$ cat config.mk
export PLATFORM = sky130hd
export DESIGN_NAME = cpe_event_select
export DESIGN_NICKNAME = d
export VERILOG_FILES = /design/src/include/cpe_pkg.sv /design/src/hw/cpe_event_select.sv
export SDC_FILE = /design/constraint.sdc
export NUM_CORES = 1
export LEC_CHECK = 0
export BUFFER_PORTS_ARGS = -buffer_cell sky130_fd_sc_hd__clkbuf_2
export CELL_PAD_IN_SITES_DETAIL_PLACEMENT = 0
export CELL_PAD_IN_SITES_GLOBAL_PLACEMENT = 1
export CORE_AREA = 2 2 199 201
export DETAILED_ROUTE_END_ITERATION = 7
export DIE_AREA = 0 0 201 203
export HOLD_SLACK_MARGIN = 0.05
export PLACE_DENSITY = 0.72
export SETUP_SLACK_MARGIN = 0.4
export SYNTH_ARGS = -nofsm -noshare
export SYNTH_HDL_FRONTEND = slang
export SYNTH_SLANG_ARGS = --single-unit
$ cat constraint.sdc
create_clock -name clock -period 4.4 [get_ports clock]
set_input_delay 1.1 -clock clock [delete_from_list [all_inputs] [get_ports clock]]
set_output_delay 1.1 -clock clock [all_outputs]
set_load 0.02 [all_outputs]
$ cat src/include/cpe_pkg.sv
package cpe_pkg;
  localparam int NAGENT = 8;
  localparam int ADDR_W = 8;
  localparam int SEL_W = 65;
  // register byte offsets
  localparam logic [ADDR_W-1:0] REG_SEL_LO = 8'h00;
  localparam logic [ADDR_W-1:0] REG_SEL_MID = 8'h04;
  localparam logic [ADDR_W-1:0] REG_SEL_HI = 8'h08;
  localparam logic [ADDR_W-1:0] REG_CTRL = 8'h0C;
  localparam logic [ADDR_W-1:0] REG_STAT = 8'h10;
  // reset values
  localparam logic [SEL_W-1:0] SEL_RST = 65'h0;
  localparam logic [8:0] SRC_RST = 9'h1FE;
  localparam logic CTRL_TRAF_EN_RST = 1'b0;
  // event-select field positions
  localparam int TWIN_LSB = 7;
  localparam int LVL_CMP_LSB = 10;
  localparam int LVL_THR_LSB = 12;
  localparam int ACC_LSB = 17;
  localparam int TOR_LSB = 20;
  localparam int TOS_LSB = 30;
  localparam int LST_LSB = 32;
  localparam int NODE_IDENTIFIER_MASK_LSB = 37;
  localparam int NID_LSB = 42;
  localparam int OCM_LSB = 47;
  localparam int OC_LSB = 51;
  localparam int MCM_LSB = 55;
  localparam int MC_LSB = 59;
  localparam int DIR_LSB = 63;
  // control register field positions
  localparam int CTRL_SRC_LSB = 0;
  localparam int CTRL_TRAF_EN_BIT = 9;
  // twin-line codes
  localparam logic [2:0] TWIN_LOOKUP = 3'h1;
  localparam logic [2:0] TWIN_MISS = 3'h2;
  localparam logic [2:0] TWIN_HIT_ONE = 3'h3;
  localparam logic [2:0] TWIN_HIT_BOTH = 3'h4;
  // active-level compare codes
  localparam logic [1:0] CMP_GT = 2'h1;
  localparam logic [1:0] CMP_EQ = 2'h2;
  // directory access codes
  localparam logic [2:0] ACC_SRAM_UPD = 3'h1;
  localparam logic [2:0] ACC_SRAM_RD = 3'h2;
  localparam logic [2:0] ACC_IPT_UPD = 3'h3;
  localparam logic [2:0] ACC_IPT_RD = 3'h4;
  localparam logic [2:0] ACC_ELECTED = 3'h5;
  // traffic directions
  localparam logic [1:0] DIR_IN = 2'h0;
  localparam logic [1:0] DIR_OUT = 2'h1;
  localparam logic [1:0] DIR_TRK = 2'h2;
  localparam logic [1:0] DIR_LKP = 2'h3;
  // unit-source encodings
  localparam logic [8:0] SRC_BOTH = 9'h1FE;
  localparam logic [8:0] SRC_LOCAL = 9'h1E0;
  localparam logic [8:0] SRC_REMOTE = 9'h01E;
  localparam logic [1:0] RESP_OKAY = 2'h0;
  localparam logic [1:0] RESP_SLVERR = 2'h2;

  typedef struct packed {
    logic [ADDR_W-1:0] awaddr;
    logic awvalid;
    logic [31:0] wdata;
    logic [3:0] wstrb;
    logic wvalid;
    logic bready;
    logic [ADDR_W-1:0] araddr;
    logic arvalid;
    logic rready;
  } cpe_axi_req_t;

  typedef struct packed {
    logic awready;
    logic wready;
    logic bvalid;
    logic [1:0] bresp;
    logic arready;
    logic rvalid;
    logic [31:0] rdata;
    logic [1:0] rresp;
  } cpe_axi_rsp_t;

  typedef struct packed {
    logic twinLookup;
    logic twinMiss;
    logic twinHitOne;
    logic twinHitBoth;
    logic levelValid;
    logic [4:0] activeLevels;
    logic accValid;
    logic [2:0] accType;
    logic trafValid;
    logic [1:0] trafDir;
    logic [3:0] msgClass;
    logic [3:0] opcode;
    logic [4:0] reqHomeNode;
    logic [4:0] destNode;
    logic [4:0] lookupStatus;
    logic [1:0] trackerState;
    logic [9:0] respType;
  } cpe_agent_evt_t;
endpackage

$ cat src/hw/cpe_event_select.sv
// Contract
// - twin-line selection comes from event-select bits 9..7.
// - twin codes: 001 lookup, 010 miss, 011 hit one, 100 hit both.
// - count when active directory levels satisfy compare against threshold 0..31.
// - active-level threshold and compare sit in bits 16..10.
// - directory access type selected by bits 19..17.
// - access codes: 001 sram update, 010 sram read, 100 ipt read, 101 elected.
// - direction bits 64..63: incoming, outgoing, tracker output, lookup response.
// - all traffic match fields live in bits 64..20.
// - incoming compares requester home node under mask; zero mask matches all.
// - outgoing compares destination node under mask; zero mask matches all.
// - message class and opcode each compared under their own mask.
// - tracker output counts on selected state and any enabled response type.
// - events sourced from local agents, remote agents, or both.
// - source select: both 111111110, local 111100000, remote 000011110.
//
// Chosen here: the AXI4-Lite interface to the registers and the address map.
`timescale 1ns/10ps
`default_nettype none
module cpe_event_select (
  input wire logic clock,
  input wire logic sys_rst,
  input wire cpe_pkg::cpe_axi_req_t axiReq,
  output cpe_pkg::cpe_axi_rsp_t axiRsp,
  input wire cpe_pkg::cpe_agent_evt_t [cpe_pkg::NAGENT-1:0] agentEvt,
  output logic countPulse
);
  import cpe_pkg::*;

  logic [SEL_W-1:0] sel_q;
  logic [8:0] src_q;
  logic trafEn_q;
  logic [31:0] pulseTotal_q;
  logic countPulse_q;
  logic bvalid_q;
  logic [1:0] bresp_q;
  logic rvalid_q;
  logic [31:0] rdata_q;
  logic [1:0] rresp_q;
  logic wrTake;
  logic rdTake;
  logic [31:0] rdWord;
  logic rdOk;
  logic wrOk;

  // decoded fields
  logic [2:0] twinSel;
  logic [4:0] lvlThr;
  logic [1:0] lvlCmp;
  logic [2:0] accSel;
  logic [1:0] dirSel;
  logic [3:0] mcSel;
  logic [3:0] mcmSel;
  logic [3:0] ocSel;
  logic [3:0] ocmSel;
  logic [4:0] nidSel;
  logic [4:0] nidmSel;
  logic [4:0] lstSel;
  logic [1:0] tosSel;
  logic [9:0] torSel;
  logic [NAGENT-1:0] agentEn;
  wire [NAGENT-1:0] twinHitV;
  wire [NAGENT-1:0] lvlHitV;
  wire [NAGENT-1:0] accHitV;
  wire [NAGENT-1:0] trafHitV;
  wire [NAGENT-1:0] agentHit;

  assign twinSel = sel_q[TWIN_LSB +: 3];
  assign lvlThr = sel_q[LVL_THR_LSB +: 5];
  assign lvlCmp = sel_q[LVL_CMP_LSB +: 2];
  assign accSel = sel_q[ACC_LSB +: 3];
  assign dirSel = sel_q[DIR_LSB +: 2];
  assign mcSel = sel_q[MC_LSB +: 4];
  assign mcmSel = sel_q[MCM_LSB +: 4];
  assign ocSel = sel_q[OC_LSB +: 4];
  assign ocmSel = sel_q[OCM_LSB +: 4];
  assign nidSel = sel_q[NID_LSB +: 5];
  assign nidmSel = sel_q[NODE_IDENTIFIER_MASK_LSB +: 5];
  assign lstSel = sel_q[LST_LSB +: 5];
  assign tosSel = sel_q[TOS_LSB +: 2];
  assign torSel = sel_q[TOR_LSB +: 10];
  // bit 0 of the source select has no agent behind it
  assign agentEn = src_q[NAGENT:1];

  for (genvar i = 0; i < NAGENT; i++) begin : g_agent
    cpe_agent_evt_t e;
    logic twinHit;
    logic lvlHit;
    logic mcOk;
    logic ocOk;
    logic nodeOk;
    logic dirHit;
    logic [4:0] node;
    assign e = agentEvt[i];

    always_comb begin
      case (twinSel)
        TWIN_LOOKUP: twinHit = e.twinLookup;
        TWIN_MISS: twinHit = e.twinMiss;
        TWIN_HIT_ONE: twinHit = e.twinHitOne;
        TWIN_HIT_BOTH: twinHit = e.twinHitBoth;
        default: twinHit = 1'b0;
      endcase
    end

    always_comb begin
      case (lvlCmp)
        CMP_GT: lvlHit = e.levelValid && (e.activeLevels > lvlThr);
        CMP_EQ: lvlHit = e.levelValid && (e.activeLevels == lvlThr);
        default: lvlHit = 1'b0;
      endcase
    end

    assign mcOk = ((e.msgClass ^ mcSel) & mcmSel) == 4'h0;
    assign ocOk = ((e.opcode ^ ocSel) & ocmSel) == 4'h0;
    assign node = (dirSel == DIR_IN) ? e.reqHomeNode : e.destNode;
    assign nodeOk = ((node ^ nidSel) & nidmSel) == 5'h0;

    always_comb begin
      case (dirSel)
        DIR_IN: dirHit = nodeOk;
        DIR_OUT: dirHit = nodeOk;
        DIR_TRK: dirHit = (e.trackerState == tosSel) && |(e.respType & torSel);
        DIR_LKP: dirHit = |(e.lookupStatus & lstSel);
        default: dirHit = 1'b0;
      endcase
    end

    assign twinHitV[i] = twinHit;
    assign lvlHitV[i] = lvlHit;
    assign accHitV[i] = e.accValid && (accSel != 3'h0) && (e.accType == accSel);
    assign trafHitV[i] = trafEn_q && e.trafValid && (e.trafDir == dirSel) && mcOk && ocOk
      && dirHit;
    assign agentHit[i] = twinHit | lvlHit | accHitV[i] | trafHitV[i];
  end

  // one pulse per clock, even if several agents hit together
  always_ff @(posedge clock) begin
    if (sys_rst) begin
      countPulse_q <= 1'b0;
    end else begin
      countPulse_q <= |(agentHit & agentEn);
    end
  end
  assign countPulse = countPulse_q;

  always_ff @(posedge clock) begin
    if (sys_rst) begin
      pulseTotal_q <= 32'h0;
    end else if (countPulse_q) begin
      pulseTotal_q <= pulseTotal_q + 32'h1;
    end
  end

  // write side: both channels are taken in one cycle, so arrival order is free
  assign wrTake = axiReq.awvalid && axiReq.wvalid && !bvalid_q;
  assign rdTake = axiReq.arvalid && !rvalid_q;

  function automatic logic [31:0] merge(input logic [31:0] old, input logic [31:0] d,
                                        input logic [3:0] s);
    logic [31:0] r;
    r = old;
    for (int b = 0; b < 4; b++) begin
      if (s[b]) begin
        r[8*b +: 8] = d[8*b +: 8];
      end
    end
    return r;
  endfunction

  always_comb begin
    case (axiReq.awaddr[ADDR_W-1:2])
      REG_SEL_LO[ADDR_W-1:2], REG_SEL_MID[ADDR_W-1:2], REG_SEL_HI[ADDR_W-1:2],
      REG_CTRL[ADDR_W-1:2], REG_STAT[ADDR_W-1:2]: wrOk = 1'b1;
      default: wrOk = 1'b0;
    endcase
  end

  always_ff @(posedge clock) begin
    if (sys_rst) begin
      sel_q <= SEL_RST;
    end else if (wrTake) begin
      case (axiReq.awaddr[ADDR_W-1:2])
        REG_SEL_LO[ADDR_W-1:2]: sel_q[31:0] <= merge(sel_q[31:0], axiReq.wdata, axiReq.wstrb);
        REG_SEL_MID[ADDR_W-1:2]: sel_q[63:32] <= merge(sel_q[63:32], axiReq.wdata,
          axiReq.wstrb);
        REG_SEL_HI[ADDR_W-1:2]: begin
          if (axiReq.wstrb[0]) begin
            sel_q[64] <= axiReq.wdata[0];
          end
        end
        default: sel_q <= sel_q;
      endcase
    end
  end

  always_ff @(posedge clock) begin
    if (sys_rst) begin
      src_q <= SRC_RST;
      trafEn_q <= CTRL_TRAF_EN_RST;
    end else if (wrTake && axiReq.awaddr[ADDR_W-1:2] == REG_CTRL[ADDR_W-1:2]) begin
      if (axiReq.wstrb[0]) begin
        src_q[7:0] <= axiReq.wdata[CTRL_SRC_LSB +: 8];
      end
      if (axiReq.wstrb[1]) begin
        src_q[8] <= axiReq.wdata[CTRL_SRC_LSB + 8];
        trafEn_q <= axiReq.wdata[CTRL_TRAF_EN_BIT];
      end
    end
  end

  // writes to the read-only total are accepted and dropped
  always_ff @(posedge clock) begin
    if (sys_rst) begin
      bvalid_q <= 1'b0;
      bresp_q <= RESP_OKAY;
    end else if (wrTake) begin
      bvalid_q <= 1'b1;
      bresp_q <= wrOk ? RESP_OKAY : RESP_SLVERR;
    end else if (axiReq.bready) begin
      bvalid_q <= 1'b0;
    end
  end

  always_comb begin
    rdOk = 1'b1;
    case (axiReq.araddr[ADDR_W-1:2])
      REG_SEL_LO[ADDR_W-1:2]: rdWord = sel_q[31:0];
      REG_SEL_MID[ADDR_W-1:2]: rdWord = sel_q[63:32];
      REG_SEL_HI[ADDR_W-1:2]: rdWord = {31'h0, sel_q[64]};
      REG_CTRL[ADDR_W-1:2]: rdWord = {22'h0, trafEn_q, src_q};
      REG_STAT[ADDR_W-1:2]: rdWord = pulseTotal_q;
      default: begin
        rdWord = 32'h0;
        rdOk = 1'b0;
      end
    endcase
  end

  always_ff @(posedge clock) begin
    if (sys_rst) begin
      rvalid_q <= 1'b0;
      rdata_q <= 32'h0;
      rresp_q <= RESP_OKAY;
    end else if (rdTake) begin
      rvalid_q <= 1'b1;
      rdata_q <= rdWord;
      rresp_q <= rdOk ? RESP_OKAY : RESP_SLVERR;
    end else if (axiReq.rready) begin
      rvalid_q <= 1'b0;
    end
  end

  assign axiRsp.awready = wrTake;
  assign axiRsp.wready = wrTake;
  assign axiRsp.bvalid = bvalid_q;
  assign axiRsp.bresp = bresp_q;
  assign axiRsp.arready = !rvalid_q;
  assign axiRsp.rvalid = rvalid_q;
  assign axiRsp.rdata = rdata_q;
  assign axiRsp.rresp = rresp_q;
endmodule
`default_nettype wire

# Word-level counts from Yosys, hierarchy flattened
# Cells that the tools add are included.
# word_totals
reg_bits	146
inputBits	475
word_cells	354
output_inout_bits	42
# classes
addsub	1
n_mux	41
eq_ne	49
order_cmp	8
n_bitwise	89
reduce_logical	147
# op_table
op	n
$pmux W32 S5	1
$logic_and A1 B1 Y1	84
$and A10 B10 Y10	8
$and A5 B5 Y5	16
$reduce_or A10 Y1	8
$and A4 B4 Y4	16
$logic_not A4 Y1	16
$xor A4 B4 Y4	16
$reduce_or A5 Y1	10
$eq A5 B5 Y1	8
$gt A5 B5 Y1	8
$logic_not A5 Y1	8
$mux W5	8
$xor A5 B5 Y5	8
$add A32 B1 Y32 const B	1
$eq A2 B2 Y1	16
$pmux W1 S4	8
$reduce_and A3 Y1	9
$eq A3 B3 Y1	8
$eq A6 B2 Y1 const B	4
$or A1 B1 Y1	24
$pmux W1 S3	8
$pmux W1 S2	8
$eq A6 B1 Y1 const B	2
other kinds (17)	32

# Depth between registers and ports, before layout
# Gate-level depths: netlist (run 1).
# depth
word_depth	10
depth_mapped	11
ltp_nobuf	10

# Worst setup path before layout (run 1)
# OpenSTA, ideal clock, no wires.
# synth_path
kind	input to output
startpoint	input axiReq[48] in the netlist's numbering
endpoint	output axiRsp[39] in the netlist's numbering
t_arrival_ns	1.836
path_stages	4
path_slack_ns	1.464
path_buffers	2
required_time_ns	3.300
path_cell_list	nand2_1 > nor2_1 > clkbuf_1 > buf_4
# synth_via
elab_chain_cells	2
# synth_rtl
item	line_no	rtl
start, declared	cpe_event_select.sv:23	input wire cpe_pkg::cpe_axi_req_t axiReq,
$logic_and A1 B1 Y1 (2 in a row)	cpe_event_select.sv:156	assign wrTake = axiReq.awvalid && axiReq.wvalid && !bvalid_q;
end, declared	cpe_event_select.sv:24	output cpe_pkg::cpe_axi_rsp_t axiRsp,
# Every way passes these cells.

# Final worst setup path (run 1)
# layout_path
startpoint	register sel_q[64]
endpoint	register countPulse_q, in the netlist countPulse
# layout_via
elab_chain_cells	10
elab_cells_between_ends	95
classes_between	11 x eq/ne; 16 x mux; 25 x bitwise; 43 x reduce/logical
# layout_rtl
item	line_no	rtl
start, declared	cpe_event_select.sv:30	logic [SEL_W-1:0] sel_q;
start signal, assigned	cpe_event_select.sv:189	sel_q[64] <= axiReq.wdata[0];
start signal, assigned	cpe_event_select.sv:192	default: sel_q <= sel_q;
$logic_not A2 Y1	cpe_event_select.sv:116, cpe_event_select.sv:120	
$mux W5	cpe_event_select.sv:116	assign node = (dirSel == DIR_IN) ? e.reqHomeNode : e.destNode;
$xor A5 B5 Y5	cpe_event_select.sv:117	assign nodeOk = ((node ^ nidSel) & nidmSel) == 5'h0;
$and A5 B5 Y5	cpe_event_select.sv:117	
$logic_not A5 Y1	cpe_event_select.sv:117	
$pmux W1 S3	cpe_event_select.sv:120	case (dirSel)
$logic_and A1 B1 Y1	cpe_event_select.sv:133	&& dirHit;
$or A1 B1 Y1	cpe_event_select.sv:134	assign agentHit[i] = twinHit | lvlHit | accHitV[i] | trafHitV[i];
$and A8 B8 Y8 (*)	cpe_event_select.sv:142	countPulse_q <= |(agentHit & agentEn);
$reduce_or A8 Y1 (*)	cpe_event_select.sv:142	
end signal, assigned	cpe_event_select.sv:142	
end, declared	cpe_event_select.sv:34	logic countPulse_q;
# Every way passes the cells marked *; elsewhere a longest branch is shown, timed or not.
# A chain may end at the register's enable or synchronous reset.

==> results of run 1 <==
-- cell usage in the layout (no fill, tap or decap), types with 10 or more instances in the layout --
cell type,instances
a21oi_1,62
a221oi_1,11
a222oi_1,43
a22oi_1,71
and3_1,28
buf_4,19
clkbuf_16,17
clkbuf_2,509
dfxtp_1,144
ha_1,42
inv_1,30
mux2i_1,121
nand2_1,72
nand3_1,44
nand4_1,26
nor2_1,194
nor2b_1,10
nor3_1,16
o21ai_0,26
xnor2_1,60
xor2_1,110
-- worst min-delay path by stage --
| stage | from | to | slack (ns) | depth (start not counted) |
|---|---|---|---|---|
| after global placement | rdata_q[25]$_SDFFE_PP0P_ | rdata_q[25]$_SDFFE_PP0P_ | 0.47 | 2 |
| final | rdata_q[3]$_SDFFE_PP0P_ | rdata_q[3]$_SDFFE_PP0P_ | 0.49 | 2 |
| after CTS | rdata_q[0]$_SDFFE_PP0P_ | rdata_q[0]$_SDFFE_PP0P_ | 0.50 | 2 |
| after detailed placement | rdata_q[18]$_SDFFE_PP0P_ | rdata_q[18]$_SDFFE_PP0P_ | 0.48 | 2 |
| after floorplan | sel_q[0]$_SDFFE_PP0P_ | sel_q[0]$_SDFFE_PP0P_ | 0.46 | 2 |
| after global routing | rdata_q[0]$_SDFFE_PP0P_ | rdata_q[0]$_SDFFE_PP0P_ | 0.51 | 2 |
-- tightest hold or removal path: stages, from the launching register on --
cell	delay, ns
dfxtp_1	0.32
a21oi_1	0.06
nor2_1	0.08
-- layer usage --
metal,track usage,vias to the layer above,share of wire
met4,0.0960,6,0.035
met2,0.466,620,0.49
met3,0.0594,91,0.084
met5,0,-,0.00075
met1,0.303,5613,0.40
li1,-,5736,-
-- layout make-up --
| cell class | count | area (um^2) |
|---|---|---|
| Timing Repair Buffer | 529 | 2710 |
| Clock buffer | 20 | 457 |
| Tap cell | 518 | 648 |
| Antenna cell | 4 | 10.0 |
| Sequential cell | 144 | 2880 |
| Clock inverter | 12 | 98.8 |
| Inverter | 30 | 113 |
| Multi-Input combinational cell | 1056 | 7360 |
| Fill cell | 4104 | 24200 |
-- power by group --
part	internal (mW)	leakage [nW]	total, mW	switching [mW]
combinational	0.234	5.38	0.465	0.230
clock	0.762	0.262	1.38	0.623
sequential	1.31	1.16	1.31	0.00611
total	2.30	6.80	3.16	0.859
-- per-stage QoR --
| step | std cells | instance area, um^2 | utilization | hold WS, ns | power, mW |
|---|---|---|---|---|---|
| after floorplan | 1336 | 10900 | - | 0.463 | 1.51 |
| after global placement | 2277 | 13700 | 0.356 | 0.471 | 1.80 |
| after detailed placement | 2277 | 13700 | 0.356 | 0.480 | 1.81 |
| after CTS | 2309 | 14300 | 0.371 | 0.495 | 3.18 |
| after global routing | 2312 | 14300 | 0.371 | 0.509 | 3.28 |
| final | 2313 | 14300 | 0.371 | 0.494 | 3.16 |
-- logic make-up after synthesis --
kind of cell               synth area share
other                              0.000346
and+or+nand+nor                       0.188
DFF                                   0.266
muxes                                 0.112
buffers and inverters                0.0574
AOI/OAI and AO/OA                     0.191
adders and majority gates            0.0484
xor gates and xnor gates              0.137
-- state kept, by name (all words and copies together) (netlist names) --
| signal | count |
|---|---|
| bresp_q | 1 |
| pulseTotal_q | 32 |
| rresp_q | 1 |
| rvalid_q | 1 |
| src_q | 9 |
| countPulse | 1 |
| rdata_q | 32 |
| sel_q | 65 |
| bvalid_q | 1 |
| trafEn_q | 1 |
==> results.py, run 1 <==
metrics = {
    "floorplan": {
        "rows": 72,
        "die_area_mm2": 0.0408,
        "ios": 517,
        "core_mm2": 0.0385,
        "die_width_um": 201,
        "die_h_um": 203,
        "initial_core_util": 0.282,
    },
    "place": {
        "place.gp.congestion": 0.939,
        "post-place-ws_ns": 0.969,
        "dp_hpwl_um": 45000,
        "portBuffers": 510,
    },
    "power": {
        "leakage_nw": 6.80,
        "p_per_area_mw_per_mm2": 222,
        "ir_drop_v": 0.000201,
    },
    "logic_synthesis": {
        "yosysMostFrequentCell": "nor2_1",
        "synth_edf_count": 0,
        "syn_inst": 1335,
        "async_flop_share": 0,
        "ys_seq_elements": 144,
        "synth.top_cell.area_share": 0.266,
        "ys_warn_count": 0,
        "synth_ff_type": "dfxtp_1",
        "avgSynthCellArea_um2": 8.13,
        "yosysSeqAreaShare": 0.266,
        "synth_largest_area_cell": "dfxtp_1",
        "synthTopCellsByArea": "dfxtp_1, mux2i_1, xor2_1",
        "post_synth_num_cell_types": 64,
        "syn-cell-area_mm2": 0.0108,
        "synth_commonest_cells": "nor2_1, dfxtp_1, mux2i_1",
    },
    "critical_path": {
        "reg2reg_depth": 9,
        "r2r_end": "countPulse$_SDFF_PP0_",
        "path_common_cell": "mux2i_1",
        "critical_path_class": "reg2reg",
        "rrSetupSlack_ns": 1.16,
        "cp.depth": 9,
        "crit_family": "simple AND/OR/NAND/NOR gates",
        "critPathCaptureType": "register",
        "worstPathArrival_ns": 3.51,
        "cp_slowest_cell": "nor2_4",
        "path_buf_inv": 1,
        "crit_start": "sel_q[64]$_SDFFE_PP0P_",
        "start_kind": "register",
        "required_ns": 4.67,
        "cpPeakStageDelay_ns": 0.76,
        "r2r-start": "sel_q[64]$_SDFFE_PP0P_",
        "cp_cell_sequence": "nor2_4 -> buf_4 -> mux2i_1 -> mux2i_1 -> a221oi_1 -> nand3_1 -> nand4_1 -> nor4_1 -> a41oi_1",
        "crit_end": "countPulse$_SDFF_PP0_",
        "cp_max_fo": 23,
    },
    "clock_network": {
        "postCtsSetupBuffers": 0,
        "clock_path_buffers": 2,
        "cts.htree.levels": 4,
        "cts_sinks": 144,
        "cts_root_buf": "clkbuf_16",
        "ctsHoldBuffers": 0,
        "cts_tree": "done",
        "cts_buffers": 17,
        "clk_latency_ns": 0.44,
        "clk_pin_slew_ns": 0.07,
        "postCtsResizedCells": 0,
    },
    "route": {
        "via_per_inst": 5.22,
        "vias": 12100,
        "ant_nets": 0,
        "routed_wl_um": 55000,
        "wl_per_cell_um": 23.8,
        "dr.pass1.iters": 8,
        "drt-initial-drc-count": 1019,
        "drcViolationCount": 0,
    },
    "global_route": {
        "overflow": 0,
        "grt_pass1_vias": 11900,
        "grt_max_degree": 74,
        "grt_pass1_wl_um": 78000,
        "track_usage": 0.261,
        "antenna_found_initial": 7,
    },
    "timing": {
        "fmax_mhz": 309,
        "period_needed_ns": 3.24,
        "slew_headroom": 0.394,
        "fin_crit_sh": 0.736,
        "clock_skew_ns": 0.0179,
        "worstMarginPinSlew_ns": 0.906,
        "grt_setup_unrepaired": "no",
        "setup_violations": 0,
        "fin_tns_setup_ns": 0,
        "setup_slack_ns": 1.16,
        "slew_viol_final": 0,
        "finalHoldViolations": 0,
    },
    "layout": {
        "nNetsFinal": 2295,
        "area_delta_synth_final_pct": 31.6,
        "drive_above_1_share": 0.318,
    },
    "run_status": {
        "status": "complete, no violations",
    },
    "min_path": {
        "hold_path_class": "reg2reg",
    },
    "run": {
        "max_cap_viol_count": 0,
    },
}
No activity file was read; power rests on OpenSTA's default activity.
==> run 2: changes to the inputs <==
--- a/config.mk
+++ b/config.mk
@@ -8,11 +8,11 @@
 export BUFFER_PORTS_ARGS = -buffer_cell sky130_fd_sc_hd__clkbuf_2
 export CELL_PAD_IN_SITES_DETAIL_PLACEMENT = 0
 export CELL_PAD_IN_SITES_GLOBAL_PLACEMENT = 1
-export CORE_AREA = 2 2 199 201
+export CORE_AREA = 2 2 202 204
 export DETAILED_ROUTE_END_ITERATION = 7
-export DIE_AREA = 0 0 201 203
+export DIE_AREA = 0 0 204 206
 export HOLD_SLACK_MARGIN = 0.05
-export PLACE_DENSITY = 0.72
+export PLACE_DENSITY = 0.7
 export SETUP_SLACK_MARGIN = 0.4
 export SYNTH_ARGS = -nofsm -noshare
 export SYNTH_HDL_FRONTEND = slang
==> constraint.sdc (replaced) <==
create_clock -name clock -period 3.1 [get_ports clock]
set_input_delay 0.775 -clock clock [delete_from_list [all_inputs] [get_ports clock]]
set_output_delay 0.775 -clock clock [all_outputs]
set_load 0.02 [all_outputs]
==> results.py, run 2 (synthesized netlist as in run 1, its figures left out) <==
metrics = {
    "run_status": {
        "violations": "design-rule violations",
        "status": "finished with violations",
    },
    "floorplan": {
        "initial_core_util": 0.270,
        "core_mm2": 0.0402,
        "rows": 74,
        "ios": 517,
        "die_area_mm2": 0.0420,
        "die_width_um": 204,
        "die_h_um": 206,
    },
    "power": {
        "report.power.total_mw": 4.63,
        "ir_drop_v": 0.000294,
        "p_per_area_mw_per_mm2": 313,
        "leakage_nw": 7.08,
    },
    "clock_network": {
        "clock_path_buffers": 2,
        "clk_latency_ns": 0.43,
        "cts_tree": "done",
        "cts_buffers": 17,
        "clk_pin_slew_ns": 0.07,
        "cts_sinks": 144,
        "ctsHoldBuffers": 0,
        "cts_root_buf": "clkbuf_16",
        "cts.htree.levels": 4,
    },
    "critical_path": {
        "reg2reg_depth": 8,
        "rrSetupSlack_ns": 0.52,
        "critPathCaptureType": "register",
        "r2r_end": "countPulse$_SDFF_PP0_",
        "r2r-start": "sel_q[63]$_SDFFE_PP0P_",
        "worstPathArrival_ns": 2.94,
        "crit_end": "countPulse$_SDFF_PP0_",
        "required_ns": 3.46,
        "start_kind": "register",
        "crit_start": "sel_q[63]$_SDFFE_PP0P_",
        "cp_max_fo": 39,
        "critical_path_class": "reg2reg",
    },
    "global_route": {
        "grt_pass1_vias": 12200,
        "grt_pass1_wl_um": 80000,
        "track_usage": 0.262,
        "antenna_found_initial": 7,
        "grt_max_degree": 60,
        "overflow": 0,
    },
    "route": {
        "drt-initial-drc-count": 1131,
        "routed_wl_um": 56500,
        "via_per_inst": 5.15,
        "wl_per_cell_um": 23.8,
        "ant_nets": 0,
        "drcViolationCount": 10,
        "dr.pass1.iters": 8,
        "vias": 12200,
    },
    "place": {
        "post-place-ws_ns": -0.177,
        "portBuffers": 510,
        "place.gp.congestion": 0.908,
        "dp_hpwl_um": 47000,
    },
    "layout": {
        "finish.utilization": 0.367,
        "ff_latch_area_mm2": 0.00289,
        "top_regs": "sel_q (65), pulseTotal_q (32), rdata_q (32)",
        "final_cell_mix": "clkbuf_2, nor2_1, dfxtp_1",
        "largest-register": "sel_q",
        "nNetsFinal": 2342,
        "largest_reg_flops": 65,
        "final_common_cell": "clkbuf_2",
        "nFillCells": 4298,
        "drive_above_1_share": 0.345,
        "multi_input_area_mm2": 0.00741,
        "area_delta_synth_final_pct": 36.1,
    },
    "timing": {
        "worstMarginPinSlew_ns": 0.926,
        "fin_crit_sh": 0.832,
        "setup_violations": 0,
        "setup_slack_ns": 0.521,
        "finalHoldViolations": 0,
        "period_needed_ns": 2.58,
        "clock_skew_ns": 0.0171,
        "fmax_mhz": 388,
        "slew_viol_final": 0,
        "slew_headroom": 0.382,
        "grt_setup_unrepaired": "no",
        "fin_tns_setup_ns": 0,
    },
    "run": {
        "max_cap_viol_count": 0,
    },
    "min_path": {
        "hold_path_class": "reg2reg",
    },
}
-- run 2: changes by cell type in the layout (fill, tap and decap cells not counted), moves of 2 or more --
| cell | delta |
|---|---|
| inv_8 | +2 |
| inv_1 | -3 |
| inv_6 | +2 |
| clkbuf_8 | -2 |
| dfxtp_2 | +7 |
| buf_4 | +46 |
| dfxtp_1 | -7 |
-- run 2: final cells by class --
class / instances / area share
Tap cell: 532 / 0.0451
Clock inverter: 15 / 0.0112
Sequential cell: 144 / 0.196
Clock buffer: 17 / 0.0288
Multi-Input combinational cell: 1056 / 0.502
Inverter: 30 / 0.00839
Antenna cell: 5 / 0.000847
Timing Repair Buffer: 576 / 0.208
-- run 2: worst min-delay path by stage --
stage                             startpoint                        to  slack (ns)  cells after the start
finish               rdata_q[3]$_SDFFE_PP0P_   rdata_q[3]$_SDFFE_PP0P_        0.49                      2
global route                       axiReq[0]     rvalid_q$_SDFFE_PP0P_        0.51                      2
CTS                 rdata_q[16]$_SDFFE_PP0P_  rdata_q[16]$_SDFFE_PP0P_        0.50                      2
detailed placement   rdata_q[5]$_SDFFE_PP0P_   rdata_q[5]$_SDFFE_PP0P_        0.49                      2
global placement    rdata_q[22]$_SDFFE_PP0P_  rdata_q[22]$_SDFFE_PP0P_        0.47                      2
floorplan              sel_q[0]$_SDFFE_PP0P_     sel_q[0]$_SDFFE_PP0P_        0.46                      2
-- run 2: worst max-delay path, cell delays in order, from the launching register on --
cell      delay [ns]
dfxtp_2         0.43
nor2_4          0.29
buf_12          0.30
mux2i_1         0.34
xnor2_1         0.10
a222oi_1        0.55
nand3_1         0.13
o311a_1         0.15
a41oi_1         0.19
-- run 2: metal layers --
layer	wire length, um	share of wire	global-route usage
met1	23200	0.41	0.320
met5	27	0.00048	0
met2	27300	0.48	0.458
met3	4370	0.077	0.0538
met4	1560	0.028	0.0864
-- run 2: repair_timing --
item	CTS	global route
gates resized for setup	6	13
setup buffers	0	7
pin swaps	0	2
endpoints found under the setup margin	1	1
-- run 2: metrics by stage --
step / instance area (um^2) / std cells / hold slack, ns
global placement: 14000 / 2331 / 0.471
floorplan: 10900 / 1336 / 0.463
CTS: 14700 / 2363 / 0.500
detailed placement: 14000 / 2331 / 0.485
global route: 14800 / 2375 / 0.506
finish: 14800 / 2375 / 0.494
-- run 2: where the power goes --
part,switching [mW],internal (mW)
Combinational,0.334,0.336
Clock,0.949,1.15
Sequential,0.00805,1.86
Total,1.29,3.34
